**config.mk**
```make
export PLATFORM = sky130hd
export DESIGN_NAME = dac_latch_ctrl
export DESIGN_NICKNAME = d
export VERILOG_FILES = /design/src/dac_pkg.sv /design/src/pin_sync.sv /design/src/nv_store.sv /design/src/dac_latch_ctrl.sv
export SDC_FILE = /design/constraint.sdc
export NUM_CORES = 2
export LEC_CHECK = 0
export BUFFER_PORTS_ARGS = -buffer_cell sky130_fd_sc_hd__buf_2
export CORE_ASPECT_RATIO = 1.2
export CORE_UTILIZATION = 60
export CTS_CLUSTER_DIAMETER = 150
export DETAILED_ROUTE_END_ITERATION = 12
export GPL_TIMING_DRIVEN = 0
export HOLD_SLACK_MARGIN = 0.05
export PLACE_DENSITY_LB_ADDON = 0.3
export SLEW_MARGIN = 40
export SYNTH_ARGS = -nofsm -noshare
export SYNTH_HDL_FRONTEND = slang
export SYNTH_HIERARCHICAL = 1
export SYNTH_SLANG_ARGS = --single-unit
```
**constraint.sdc**
```tcl
create_clock -name ref_clk -period 30.2 [get_ports ref_clk]
set_input_delay 4.53 -clock ref_clk [delete_from_list [all_inputs] [get_ports ref_clk]]
set_output_delay 4.53 -clock ref_clk [all_outputs]
set_load 0.005 [all_outputs]
```
**src/dac_pkg.sv**
```systemverilog
// constants and types shared by the converter control block
package dac_pkg;
   // ==========================================================
   // sizes
   localparam int NUM_CH = 8;
   localparam int WIPER_W = 12;
   localparam int DATA_W = 16;
   localparam int IDX_W = 6;
   localparam int NV_LOCS = 11;
   localparam int NV_CNT_W = 6;
   localparam logic [NV_CNT_W-1:0] NV_MAX_WRITES = 6'h20;
   // ==========================================================
   // register indices, byte address is four times the index
   localparam logic [IDX_W-1:0] IDX_WIPER0 = 6'h00;
   localparam logic [IDX_W-1:0] IDX_WIPER7 = 6'h07;
   localparam logic [IDX_W-1:0] IDX_VREF = 6'h08;
   localparam logic [IDX_W-1:0] IDX_PDOWN = 6'h09;
   localparam logic [IDX_W-1:0] IDX_GAIN_STAT = 6'h0a;
   localparam logic [IDX_W-1:0] IDX_NV_FIRST = 6'h10;
   localparam logic [IDX_W-1:0] IDX_NV_LAST = 6'h1a;
   localparam logic [IDX_W-1:0] IDX_LINK_STAT = 6'h20;
   localparam logic [IDX_W-1:0] IDX_POINTER = 6'h21;
   // nv location numbers of the power-up image
   localparam logic [3:0] NV_LOC_VREF = 4'h8;
   localparam logic [3:0] NV_LOC_PDOWN = 4'h9;
   localparam logic [3:0] NV_LOC_GAIN_ADDR = 4'ha;
   // ==========================================================
   // field positions
   localparam int GAIN_LSB = 8;
   localparam int POR_FLAG_BIT = 7;
   localparam int ADDR_LSB = 0;
   // ==========================================================
   // reset and forced values
   localparam logic [WIPER_W-1:0] WIPER_MID = 12'h800;
   localparam logic [WIPER_W-1:0] WIPER_BOR = 12'h000;
   localparam logic [1:0] PD_OFF = 2'h3;
   localparam logic [DATA_W-1:0] CFG_ZERO = 16'h0000;
   localparam logic [6:0] STORED_ADDR_DEFAULT = 7'h60;
   localparam logic [7:0] POINTER_RESET = 8'h00;
   // ==========================================================
   // timing
   localparam int CLK_FREQ_MHZ = 50;
   localparam int PORD_TIME_NS = 10000;
   localparam int PORD_CYCLES = (PORD_TIME_NS * CLK_FREQ_MHZ + 999) / 1000;
   localparam int PORD_CNT_W = 16;
   // ==========================================================
   // serial client states
   typedef enum logic [1:0] {LINK_IDLE, LINK_SHIFT, LINK_ACK, LINK_IGNORE} link_state_t;
endpackage

```
**src/pin_sync.sv**
```systemverilog
// two-flop synchroniser for pins from outside the clock domain
`timescale 1ns/1ns
`default_nettype none
module pin_sync #(
   parameter int W = 1
) (
   input wire logic ref_clk,
   input wire logic reset,
   input wire logic [W-1:0] pinIn,
   output logic [W-1:0] pinSync
);
   logic [W-1:0] stage1_r;

   // stage1 feeds only the second flop
   always_ff @(posedge ref_clk or posedge reset) begin
      if (reset) begin
         stage1_r <= '0;
         pinSync <= '0;
      end else begin
         stage1_r <= pinIn;
         pinSync <= stage1_r;
      end
   end
endmodule
`default_nettype wire

```
**src/nv_store.sv**
```systemverilog
// few-times-programmable store with per-location write counters
`timescale 1ns/1ns
`default_nettype none
module nv_store
   import dac_pkg::*;
(
   input wire logic ref_clk,
   input wire logic reset,
   input wire logic wrEn,
   input wire logic [3:0] wrLoc,
   input wire logic [DATA_W-1:0] wrData,
   input wire logic hvPresent,
   input wire logic blocked,
   output logic [NV_LOCS*DATA_W-1:0] nvData,
   output logic [NV_LOCS-1:0] nvProgrammed,
   output logic nvRefused
);
   logic [NV_CNT_W-1:0] wrCount_r [NV_LOCS];
   logic accept;

   // needs programming voltage, no brown-out, writes left
   assign accept = wrEn && hvPresent && !blocked && (int'(wrLoc) < NV_LOCS)
                   && (wrCount_r[wrLoc] < NV_MAX_WRITES);

   // ==========================================================
   // storage; logic reset clears contents, programmed flags and write counters
   always_ff @(posedge ref_clk or posedge reset) begin
      if (reset) begin
         nvData <= '0;
         nvProgrammed <= '0;
         nvRefused <= 1'b0;
         for (int i = 0; i < NV_LOCS; i++) begin
            wrCount_r[i] <= '0;
         end
      end else begin
         nvRefused <= wrEn && !accept;
         if (accept) begin
            nvData[wrLoc*DATA_W +: DATA_W] <= wrData;
            nvProgrammed[wrLoc] <= 1'b1;
            wrCount_r[wrLoc] <= wrCount_r[wrLoc] + 6'h01;
         end
      end
   end
endmodule
`default_nettype wire

```
**src/dac_latch_ctrl.sv**
```systemverilog
// latch-gated output control, power reset actions and serial client pins
`timescale 1ns/1ns
`default_nettype none
module dac_latch_ctrl
   import dac_pkg::*;
(
   input wire logic ref_clk,
   input wire logic reset,
   input wire logic porPulse,
   input wire logic brownOut,
   input wire logic evenChannelLatch,
   input wire logic oddChannelLatch,
   input wire logic highVoltageProgramInput,
   input wire logic addressPinLow,
   input wire logic addressPinHigh,
   input wire logic sclIn,
   input wire logic sdaIn,
   output logic sdaOut,
   output logic sdaOutEnN,
   input wire logic [7:0] avs_address,
   input wire logic avs_read,
   input wire logic avs_write,
   input wire logic [31:0] avs_writedata,
   output logic [31:0] avs_readdata,
   output logic avs_waitrequest,
   output logic [NUM_CH*WIPER_W-1:0] activeWiper,
   output logic [NUM_CH*2-1:0] activeRefSelect,
   output logic [NUM_CH*2-1:0] activeTermination,
   output logic [NUM_CH-1:0] activeGain
);
   // ==========================================================
   // pins
   logic [6:0] pinsSync;
   logic latch0Sync, latch1Sync, hvSync, aLowSync, aHighSync, sclSync, sdaSync;

   pin_sync #(.W(7)) u_pins (
      .ref_clk(ref_clk),
      .reset(reset),
      .pinIn({evenChannelLatch, oddChannelLatch, highVoltageProgramInput,
              addressPinLow, addressPinHigh, sclIn, sdaIn}),
      .pinSync(pinsSync)
   );
   assign {latch0Sync, latch1Sync, hvSync, aLowSync, aHighSync, sclSync, sdaSync} = pinsSync;

   // ==========================================================
   // volatile held state and startup timer
   logic [WIPER_W-1:0] wiperHeld_r [NUM_CH];
   logic [DATA_W-1:0] refSelHeld_r, pdSelHeld_r;
   logic [NUM_CH-1:0] gainHeld_r;
   logic porFlag_r;
   logic [PORD_CNT_W-1:0] pordCnt_r;
   logic serialReady;
   logic [NV_LOCS*DATA_W-1:0] nvData;
   logic [NV_LOCS-1:0] nvProgrammed;

   // ready only after the startup delay and outside brown-out
   assign serialReady = (pordCnt_r == '0) && !brownOut;

   always_ff @(posedge ref_clk or posedge reset) begin
      if (reset) begin
         pordCnt_r <= PORD_CNT_W'(PORD_CYCLES);
      end else if (porPulse) begin
         pordCnt_r <= PORD_CNT_W'(PORD_CYCLES);
      end else if (pordCnt_r != '0) begin
         pordCnt_r <= pordCnt_r - 16'h0001;
      end
   end

   // ==========================================================
   // bus slave: one wait cycle, then answer
   logic busAck, busWr;
   logic [IDX_W-1:0] busIdx;
   logic [31:0] rdNxt;

   assign busIdx = avs_address[7:2];
   assign busAck = (avs_read || avs_write) && !avs_waitrequest;
   assign busWr = avs_write && !avs_waitrequest;

   always_ff @(posedge ref_clk or posedge reset) begin
      if (reset) begin
         avs_waitrequest <= 1'b1;
         avs_readdata <= 32'h00000000;
      end else begin
         avs_waitrequest <= !((avs_read || avs_write) && avs_waitrequest);
         if ((avs_read || avs_write) && avs_waitrequest) begin
            avs_readdata <= rdNxt;
         end
      end
   end

   function automatic logic isWiper(input logic [IDX_W-1:0] idx);
      return idx <= IDX_WIPER7;
   endfunction

   function automatic logic isNv(input logic [IDX_W-1:0] idx);
      return (idx >= IDX_NV_FIRST) && (idx <= IDX_NV_LAST);
   endfunction

   // ==========================================================
   // serial client state (declared here, read back on the bus)
   link_state_t linkState_r;
   logic [7:0] shift_r, pointer_r, frameCnt_r;
   logic [3:0] bitCnt_r;
   logic addrPhase_r, firstData_r, sclPrev_r, sdaPrev_r;
   logic [6:0] clientAddr;

   // read mux; narrow data in low bits, rest zero
   always_comb begin
      rdNxt = 32'h00000000;
      if (isWiper(busIdx)) begin
         rdNxt[WIPER_W-1:0] = wiperHeld_r[busIdx[2:0]];
      end else if (busIdx == IDX_VREF) begin
         rdNxt[DATA_W-1:0] = refSelHeld_r;
      end else if (busIdx == IDX_PDOWN) begin
         rdNxt[DATA_W-1:0] = pdSelHeld_r;
      end else if (busIdx == IDX_GAIN_STAT) begin
         rdNxt[GAIN_LSB +: NUM_CH] = gainHeld_r;
         rdNxt[POR_FLAG_BIT] = porFlag_r;
      end else if (isNv(busIdx)) begin
         rdNxt[DATA_W-1:0] = nvData[(busIdx - IDX_NV_FIRST)*DATA_W +: DATA_W];
      end else if (busIdx == IDX_LINK_STAT) begin
         rdNxt[7:0] = frameCnt_r;
         rdNxt[14:8] = clientAddr;
         rdNxt[15] = serialReady;
      end else if (busIdx == IDX_POINTER) begin
         rdNxt[7:0] = pointer_r;
      end
   end

   // ==========================================================
   // nonvolatile store, programming voltage on the first latch pin
   nv_store u_nv (
      .ref_clk(ref_clk),
      .reset(reset),
      .wrEn(busWr && isNv(busIdx) && serialReady),
      .wrLoc(4'(busIdx - IDX_NV_FIRST)),
      .wrData(avs_writedata[DATA_W-1:0]),
      .hvPresent(hvSync),
      .blocked(brownOut),
      .nvData(nvData),
      .nvProgrammed(nvProgrammed),
      .nvRefused()
   );

   function automatic logic [DATA_W-1:0] nvWord(input logic [3:0] loc,
                                                input logic [DATA_W-1:0] dflt);
      return nvProgrammed[loc] ? nvData[loc*DATA_W +: DATA_W] : dflt;
   endfunction

   // ==========================================================
   // volatile held registers
   always_ff @(posedge ref_clk or posedge reset) begin
      if (reset) begin
         for (int ch = 0; ch < NUM_CH; ch++) begin
            wiperHeld_r[ch] <= WIPER_MID;
         end
         refSelHeld_r <= CFG_ZERO;
         pdSelHeld_r <= CFG_ZERO;
         gainHeld_r <= '0;
      end else if (brownOut) begin
         for (int ch = 0; ch < NUM_CH; ch++) begin
            wiperHeld_r[ch] <= WIPER_BOR;
         end
         pdSelHeld_r <= {NUM_CH{PD_OFF}};
         refSelHeld_r <= CFG_ZERO;
         gainHeld_r <= '0;
      end else if (porPulse) begin
         // programmed store wins, else defaults; new nv values wait for this
         for (int ch = 0; ch < NUM_CH; ch++) begin
            wiperHeld_r[ch] <= WIPER_W'(nvWord(4'(ch), {4'h0, WIPER_MID}));
         end
         refSelHeld_r <= nvWord(NV_LOC_VREF, CFG_ZERO);
         pdSelHeld_r <= nvWord(NV_LOC_PDOWN, CFG_ZERO);
         gainHeld_r <= NUM_CH'(nvWord(NV_LOC_GAIN_ADDR, CFG_ZERO) >> GAIN_LSB);
      end else if (busWr && serialReady) begin
         if (isWiper(busIdx)) begin
            wiperHeld_r[busIdx[2:0]] <= avs_writedata[WIPER_W-1:0];
         end else if (busIdx == IDX_VREF) begin
            refSelHeld_r <= avs_writedata[DATA_W-1:0];
         end else if (busIdx == IDX_PDOWN) begin
            pdSelHeld_r <= avs_writedata[DATA_W-1:0];
         end else if (busIdx == IDX_GAIN_STAT) begin
            gainHeld_r <= avs_writedata[GAIN_LSB +: NUM_CH];
         end
      end
   end

   // reset flag: power-on sets it, writing zero clears; set wins
   always_ff @(posedge ref_clk or posedge reset) begin
      if (reset) begin
         porFlag_r <= 1'b1;
      end else if (porPulse) begin
         porFlag_r <= 1'b1;
      end else if (busWr && serialReady && busIdx == IDX_GAIN_STAT && !avs_writedata[POR_FLAG_BIT]) begin
         porFlag_r <= 1'b0;
      end
   end

   // ==========================================================
   // latch-gated transfer to the active outputs
   // programming voltage on the shared pin counts as latch high
   function automatic logic latchOpen(input int ch, input logic l0, input logic l1, input logic hv);
      return (ch % 2 == 0) ? (!l0 && !hv) : !l1;
   endfunction

   always_ff @(posedge ref_clk or posedge reset) begin
      if (reset) begin
         activeWiper <= {NUM_CH{WIPER_MID}};
         activeRefSelect <= '0;
         activeTermination <= '0;
         activeGain <= '0;
      end else begin
         for (int ch = 0; ch < NUM_CH; ch++) begin
            if (brownOut) begin
               activeWiper[ch*WIPER_W +: WIPER_W] <= WIPER_BOR;
               activeTermination[ch*2 +: 2] <= PD_OFF;
               activeRefSelect[ch*2 +: 2] <= 2'h0;
               activeGain[ch] <= 1'b0;
            end else if (latchOpen(ch, latch0Sync, latch1Sync, hvSync)) begin
               // low level copies every cycle: falling edge transfer and
               // immediate update share one path
               activeWiper[ch*WIPER_W +: WIPER_W] <= wiperHeld_r[ch];
               activeRefSelect[ch*2 +: 2] <= refSelHeld_r[ch*2 +: 2];
               activeTermination[ch*2 +: 2] <= pdSelHeld_r[ch*2 +: 2];
               activeGain[ch] <= gainHeld_r[ch];
            end
            // latch high: held writes do not reach outputs
         end
      end
   end

   // ==========================================================
   // serial client; clock is only ever an input
   // stored bits 6..2 from nv, pins override bits 1 and 0
   // process form, so a later store write still updates the address
   always_comb begin
      clientAddr = {5'(nvWord(NV_LOC_GAIN_ADDR, {9'h000, STORED_ADDR_DEFAULT}) >> (ADDR_LSB + 2)),
                    aHighSync, aLowSync};
   end

   logic sclRise, sclFall, startCond, stopCond;
   assign sclRise = sclSync && !sclPrev_r;
   assign sclFall = !sclSync && sclPrev_r;
   // data moving while clock high marks start or stop
   assign startCond = sclSync && sclPrev_r && sdaPrev_r && !sdaSync;
   assign stopCond = sclSync && sclPrev_r && !sdaPrev_r && sdaSync;

   always_ff @(posedge ref_clk or posedge reset) begin
      if (reset) begin
         sclPrev_r <= 1'b1;
         sdaPrev_r <= 1'b1;
      end else begin
         sclPrev_r <= sclSync;
         sdaPrev_r <= sdaSync;
      end
   end

   always_ff @(posedge ref_clk or posedge reset) begin
      if (reset) begin
         linkState_r <= LINK_IDLE;
         shift_r <= 8'h00;
         bitCnt_r <= 4'h0;
         addrPhase_r <= 1'b0;
         firstData_r <= 1'b0;
         pointer_r <= POINTER_RESET;
         frameCnt_r <= 8'h00;
         sdaOut <= 1'b1;
         sdaOutEnN <= 1'b1;
      end else if (porPulse || !serialReady) begin
         // ignored during startup delay and brown-out
         linkState_r <= LINK_IDLE;
         sdaOutEnN <= 1'b1;
         if (porPulse) begin
            pointer_r <= POINTER_RESET;
         end
      end else if (startCond) begin
         linkState_r <= LINK_SHIFT;
         bitCnt_r <= 4'h0;
         addrPhase_r <= 1'b1;
         sdaOutEnN <= 1'b1;
      end else if (stopCond) begin
         linkState_r <= LINK_IDLE;
         sdaOutEnN <= 1'b1;
      end else begin
         unique case (linkState_r)
            LINK_IDLE, LINK_IGNORE: begin
               sdaOutEnN <= 1'b1;
            end
            LINK_SHIFT: begin
               if (sclRise) begin
                  shift_r <= {shift_r[6:0], sdaSync};
                  bitCnt_r <= bitCnt_r + 4'h1;
               end else if (sclFall && bitCnt_r == 4'h8) begin
                  bitCnt_r <= 4'h0;
                  if (addrPhase_r && shift_r[7:1] != clientAddr) begin
                     linkState_r <= LINK_IGNORE;
                  end else begin
                     // acknowledge driven on the falling edge
                     linkState_r <= LINK_ACK;
                     sdaOut <= 1'b0;
                     sdaOutEnN <= 1'b0;
                     if (addrPhase_r) begin
                        frameCnt_r <= frameCnt_r + 8'h01;
                        firstData_r <= 1'b1;
                     end else if (firstData_r) begin
                        pointer_r <= shift_r;
                        firstData_r <= 1'b0;
                     end
                     addrPhase_r <= 1'b0;
                  end
               end
            end
            LINK_ACK: begin
               if (sclFall) begin
                  // release only on the falling edge after the ack bit
                  sdaOut <= 1'b1;
                  sdaOutEnN <= 1'b1;
                  linkState_r <= LINK_SHIFT;
               end
            end
         endcase
      end
   end
endmodule
`default_nettype wire

```
=== Word-level counts from Yosys, hierarchy flattened ===
Cells that the tools add are included.

* $add $sub $neg: 7
* Order comparisons: 11
* Equality and inequality tests: 31
* Shift-type cells: 3
* Muxes and demuxes: 163
* Bitwise gates (word level): 8
* Reductions and logical operators: 72

{| class="wikitable"
|+ Operator list
! cell !! count
|-
| 2-to-1 mux 96 bit || 4
|-
| 2-to-1 mux 12 bit || 28
|-
| 2-to-1 mux 16 bit || 19
|-
| bitwise mux 176 bit || 1
|-
| variable shift 16 x 34 -> 176 bit (first input constant) || 1
|-
| variable part select 16 x 34 -> 176 bit || 1
|-
| variable part select 176 x 33 -> 16 bit || 1
|-
| 2-to-1 mux 8 bit || 20
|-
| bitwise mux 96 bit || 1
|-
| 2-to-1 mux 2 bit || 38
|-
| bitwise mux 66 bit || 1
|-
| binary-select mux 12 bit (select 3 bit) || 1
|-
| demux 12 bit (select 3 bit) || 1
|-
| negation 8 -> 34 bit || 1
|-
| 2-to-1 mux 1 bit || 31
|-
| logical AND 1 bit || 26
|-
| binary-select mux 6 bit (select 4 bit) || 1
|-
| demux 6 bit (select 4 bit) || 1
|-
| 2-to-1 mux 4 bit || 6
|-
| inequality test 5 bit (second input constant) || 4
|-
| == test 6 x 4 -> 1 bit (second input constant) || 3
|-
| 2-to-1 mux 6 bit || 3
|-
| inequality test 2 bit (second input constant) || 9
|-
| nonzero test 2 bit || 9
|-
| 50 further kinds || 84
|}

* Bits in registers: 609
* Output and inout port bits: 171

=== Logic depth before layout (Yosys ltp) ===
* Depth in word-level cells: 10
* Gate-level depth with buffers: 13
* Gate-level depth less buffers: 11

=== Hierarchy ===
The synthesis kept the hierarchy.

{| class="wikitable"
|+ By module, submodules not included
! module !! instances !! cells an instance !! area each (µm²) !! sequential area each (µm²)
|-
| dac_latch_ctrl || 1 || 1730 || 18024.8 || 8593.2
|-
| nv_store || 1 || 876 || 11143.2 || 6356.1
|-
| pin_sync || 1 || 15 || 354.1 || 350.3
|}

=== Worst setup path after synthesis ===
No wires, ideal clock.

* Path type: in2reg
* Start: in avs_address[2]
* End: reg u_nv.nvData[64]
* Arrival time: 7.495 ns
* Slack: 22.578 ns
* Cell stages on the path: 13
* Cell sequence: clkbuf_1 -> buf_2 -> nor4_1 -> nand3_1 -> a21o_1 -> nor4_1 -> nand3b_1 -> nor2_1 -> o221ai_2 -> buf_2 -> nor2_2 -> buf_4 -> mux2_1

* Word-level cells in the longest chain between the ends: 8
* Elaborated cells on any way between the ends: 20

{| class="wikitable"
|+ Ends and longest elaborated chain
! what !! line !! text
|-
| start, declared || dac_latch_ctrl.sv:20 || <nowiki>input wire logic [7:0] avs_address,</nowiki>
|-
| parallel branches: the longest is 8 deep, another holds negation 8 -> 34 bit || n/a ||
|-
| end signal, assigned by index || nv_store.sv:38 || <nowiki>nvData[wrLoc*DATA_W +: DATA_W] <= wrData;</nowiki>
|-
| end, declared || nv_store.sv:14 || <nowiki>output logic [NV_LOCS*DATA_W-1:0] nvData,</nowiki>
|}

Several ways; the timed one is not identified. The select of a mux whose other input is x is not followed.
A chain may end at the register's enable or synchronous reset.

=== Worst setup path in the final report ===
* Start: in avs_address[2]
* End: reg u_nv.nvData[66]

The elaborated chain is that of the path after synthesis.

==> run metrics <==
fin area 33700 µm²; final HPWL from detailed placement 83300 µm; instance area at placement 31600 µm²; met3 layer usage reported by global route 0.106; Setup crit start kind input port; cell at the slowest stage of the critical path nor4_1; Worst EP required 30730 ps; Peak supply drop 49.1 µV; maximum number of pins on one net before global-route repair 87; Clk Latency, worst-skew pair 660 ps; most common library cell in the layout ignoring fill and taps dfrtp_1; CTS H-tree lvls 2; CTS buffer count 59; Crit path arrival time 9800 ps; Remaining Overflow, GRT 0; cell family with the largest share of critical-path delay simple AND/OR/NAND/NOR gates; cell at the root of the clock tree clkbuf_16; clock transition at the register clock pins on the worst setup and hold paths after CTS 60 ps; count of antenna-violating nets left after detailed routing 0; global-route wire length before repair 162000 µm; FF-to-FF setup slack 24900 ps; worst-path fanout max 10; gate count of the mapped netlist 2619; total of endpoints with negative setup slack in the final report 0; post-layout power 1.81 mW; layout cell share with drive strength beyond 1 0.199; max frequency 108 MHz; Hold Crit Class register to register; Fin Setup TNS 0 ps; CTS tree done; Hold Vio Cnt, Final 0; GR peak layer met2; signed area change from the synthesized netlist to the final layout 14.2%; crit-path cells buf_2 -> clkbuf_1 -> buf_2 -> nor4_1 -> nand3_1 -> a21o_1 -> nor4_1 -> nand3b_1 -> nor2_1 -> o221ai_2 -> buf_2 -> nor2_2 -> buf_4 -> mux2_1; number of global-route vias before repair 24594; fin crit share 0.307; number of buffers on the longest clock path 3; leakage power figure 15.8 nW; PwrDens 53.9 nW/µm²; final number of max-transition violations 0; Buf/Inv on CP 5; Buffers on Ports 188; number of antenna violations at the first check in global routing 3; Num Clock Sinks 609; total I/O pin count 224; die footprint 50000 µm²; vias after detailed routing 24596; synthesis warning total 6; max-cap viol count 0; total standard cell area after synthesis 29500 µm²; Routability Congestion 1.07; GRT met2 Usage 0.694; via/cell ratio 6.87; slowest stage delay, CP 500 ps; starting density of the core 0.610; highest-count cells in the layout ignoring fill and taps dfrtp_1 (581), nand2_1 (324), buf_2 (220); width of the chip 204 µm; count of routing violations after the opening detailed-route iteration 3225; unrepaired setup endpoints after global routing false; crit path kind input port to register; Slew headroom 0.346; endpoint kind of the worst setup timing path register; floorplan die height 245 µm; met1 usage in global routing 0.562; post-route core utilization 0.697; Setup Fix Bufs, Post-CTS 0; Final #Nets 2964; DRC Markers 0; overall track demand over capacity in global routing 0.449; first-pass iteration count of the detailed router 8; cell type with the highest occurrence count on the critical path buf_2; post-route minimum period 9260 ps; hold-fix buffer count after cts 0; Avg Synthesized Cell Area 11.3 µm²; average wire per cell in the routed design 30.8 µm; final wirelength 110000 µm; number of gates resized after CTS 0; number of placement rows 88; Slew @ Worst Pin 981 ps; result of the run finished clean; final worst clock skew 28.2 ps; core region area 48300 µm²
==> state kept, by name, indices dropped and copies added (netlist names), 11 cells and up <==
| signal | count |
|---|---|
| u_nv/wrCount_r | 66 |
| avs_readdata | 16 |
| u_nv/nvProgrammed | 11 |
| u_nv/nvData | 176 |
| activeWiper | 96 |
| pdSelHeld_r | 16 |
| pordCnt_r | 16 |
| refSelHeld_r | 16 |
| activeRefSelect | 16 |
| activeTermination | 16 |
| wiperHeld_r | 96 |
==> final cells by class <==
type / instances / area, µm²
tap: 630 / 788
clock inverter: 35 / 429
sequential: 609 / 15300
timing repair buffer: 199 / 1160
multi-input combinational: 1727 / 13000
fill: 3545 / 14600
antenna: 4 / 10.0
inverter: 68 / 270
clock buffer: 77 / 1680
buffer: 230 / 1040
==> metrics by stage <==
| stage | instances | hold slack (ps) | setup WS (ps) |
|---|---|---|---|
| 2_1_floorplan | 2634 | 331 | 16240 |
| 4_1_cts | 3575 | 354 | 21170 |
| 3_5_place_dp | 3463 | 339 | 20520 |
| 3_3_place_gp | 3452 | 333 | 13060 |
| 5_1_grt | 3576 | 355 | 20870 |
| 6_report | 3579 | 352 | 20940 |
==> metal layers <==
layer,share of wire,vias to the layer above
li1,-,10109
met1,0.36,12414
met2,0.46,1618
met3,0.097,451
met4,0.078,4
met5,0.00087,-
==> power breakdown <==
group	internal, mW	switching, mW
Sequential	0.832	0.0164
Combinational	0.0447	0.113
Clock	0.468	0.339
Total	1.35	0.469
==> path summary, 6_finish.rpt <==
| check | from | cells after the start | endpoint |
|---|---|---|---|
| worst min register to register | u_pins/stage1_r[1] | 0 | u_pins/pinSync[1] |
| min in group asynchronous | reset | 2 | u_nv/nvData[164] |
| worst max register to register | pordCnt_r[0] | 13 | u_nv/nvData[66] |
| max in group asynchronous | reset | 5 | activeWiper[71] |
| worst min-delay path | u_pins/stage1_r[1] | 0 | u_pins/pinSync[1] |
| worst max-delay path | avs_address[2] | 14 | u_nv/nvData[66] |
(Power assumes the default switching activity.)
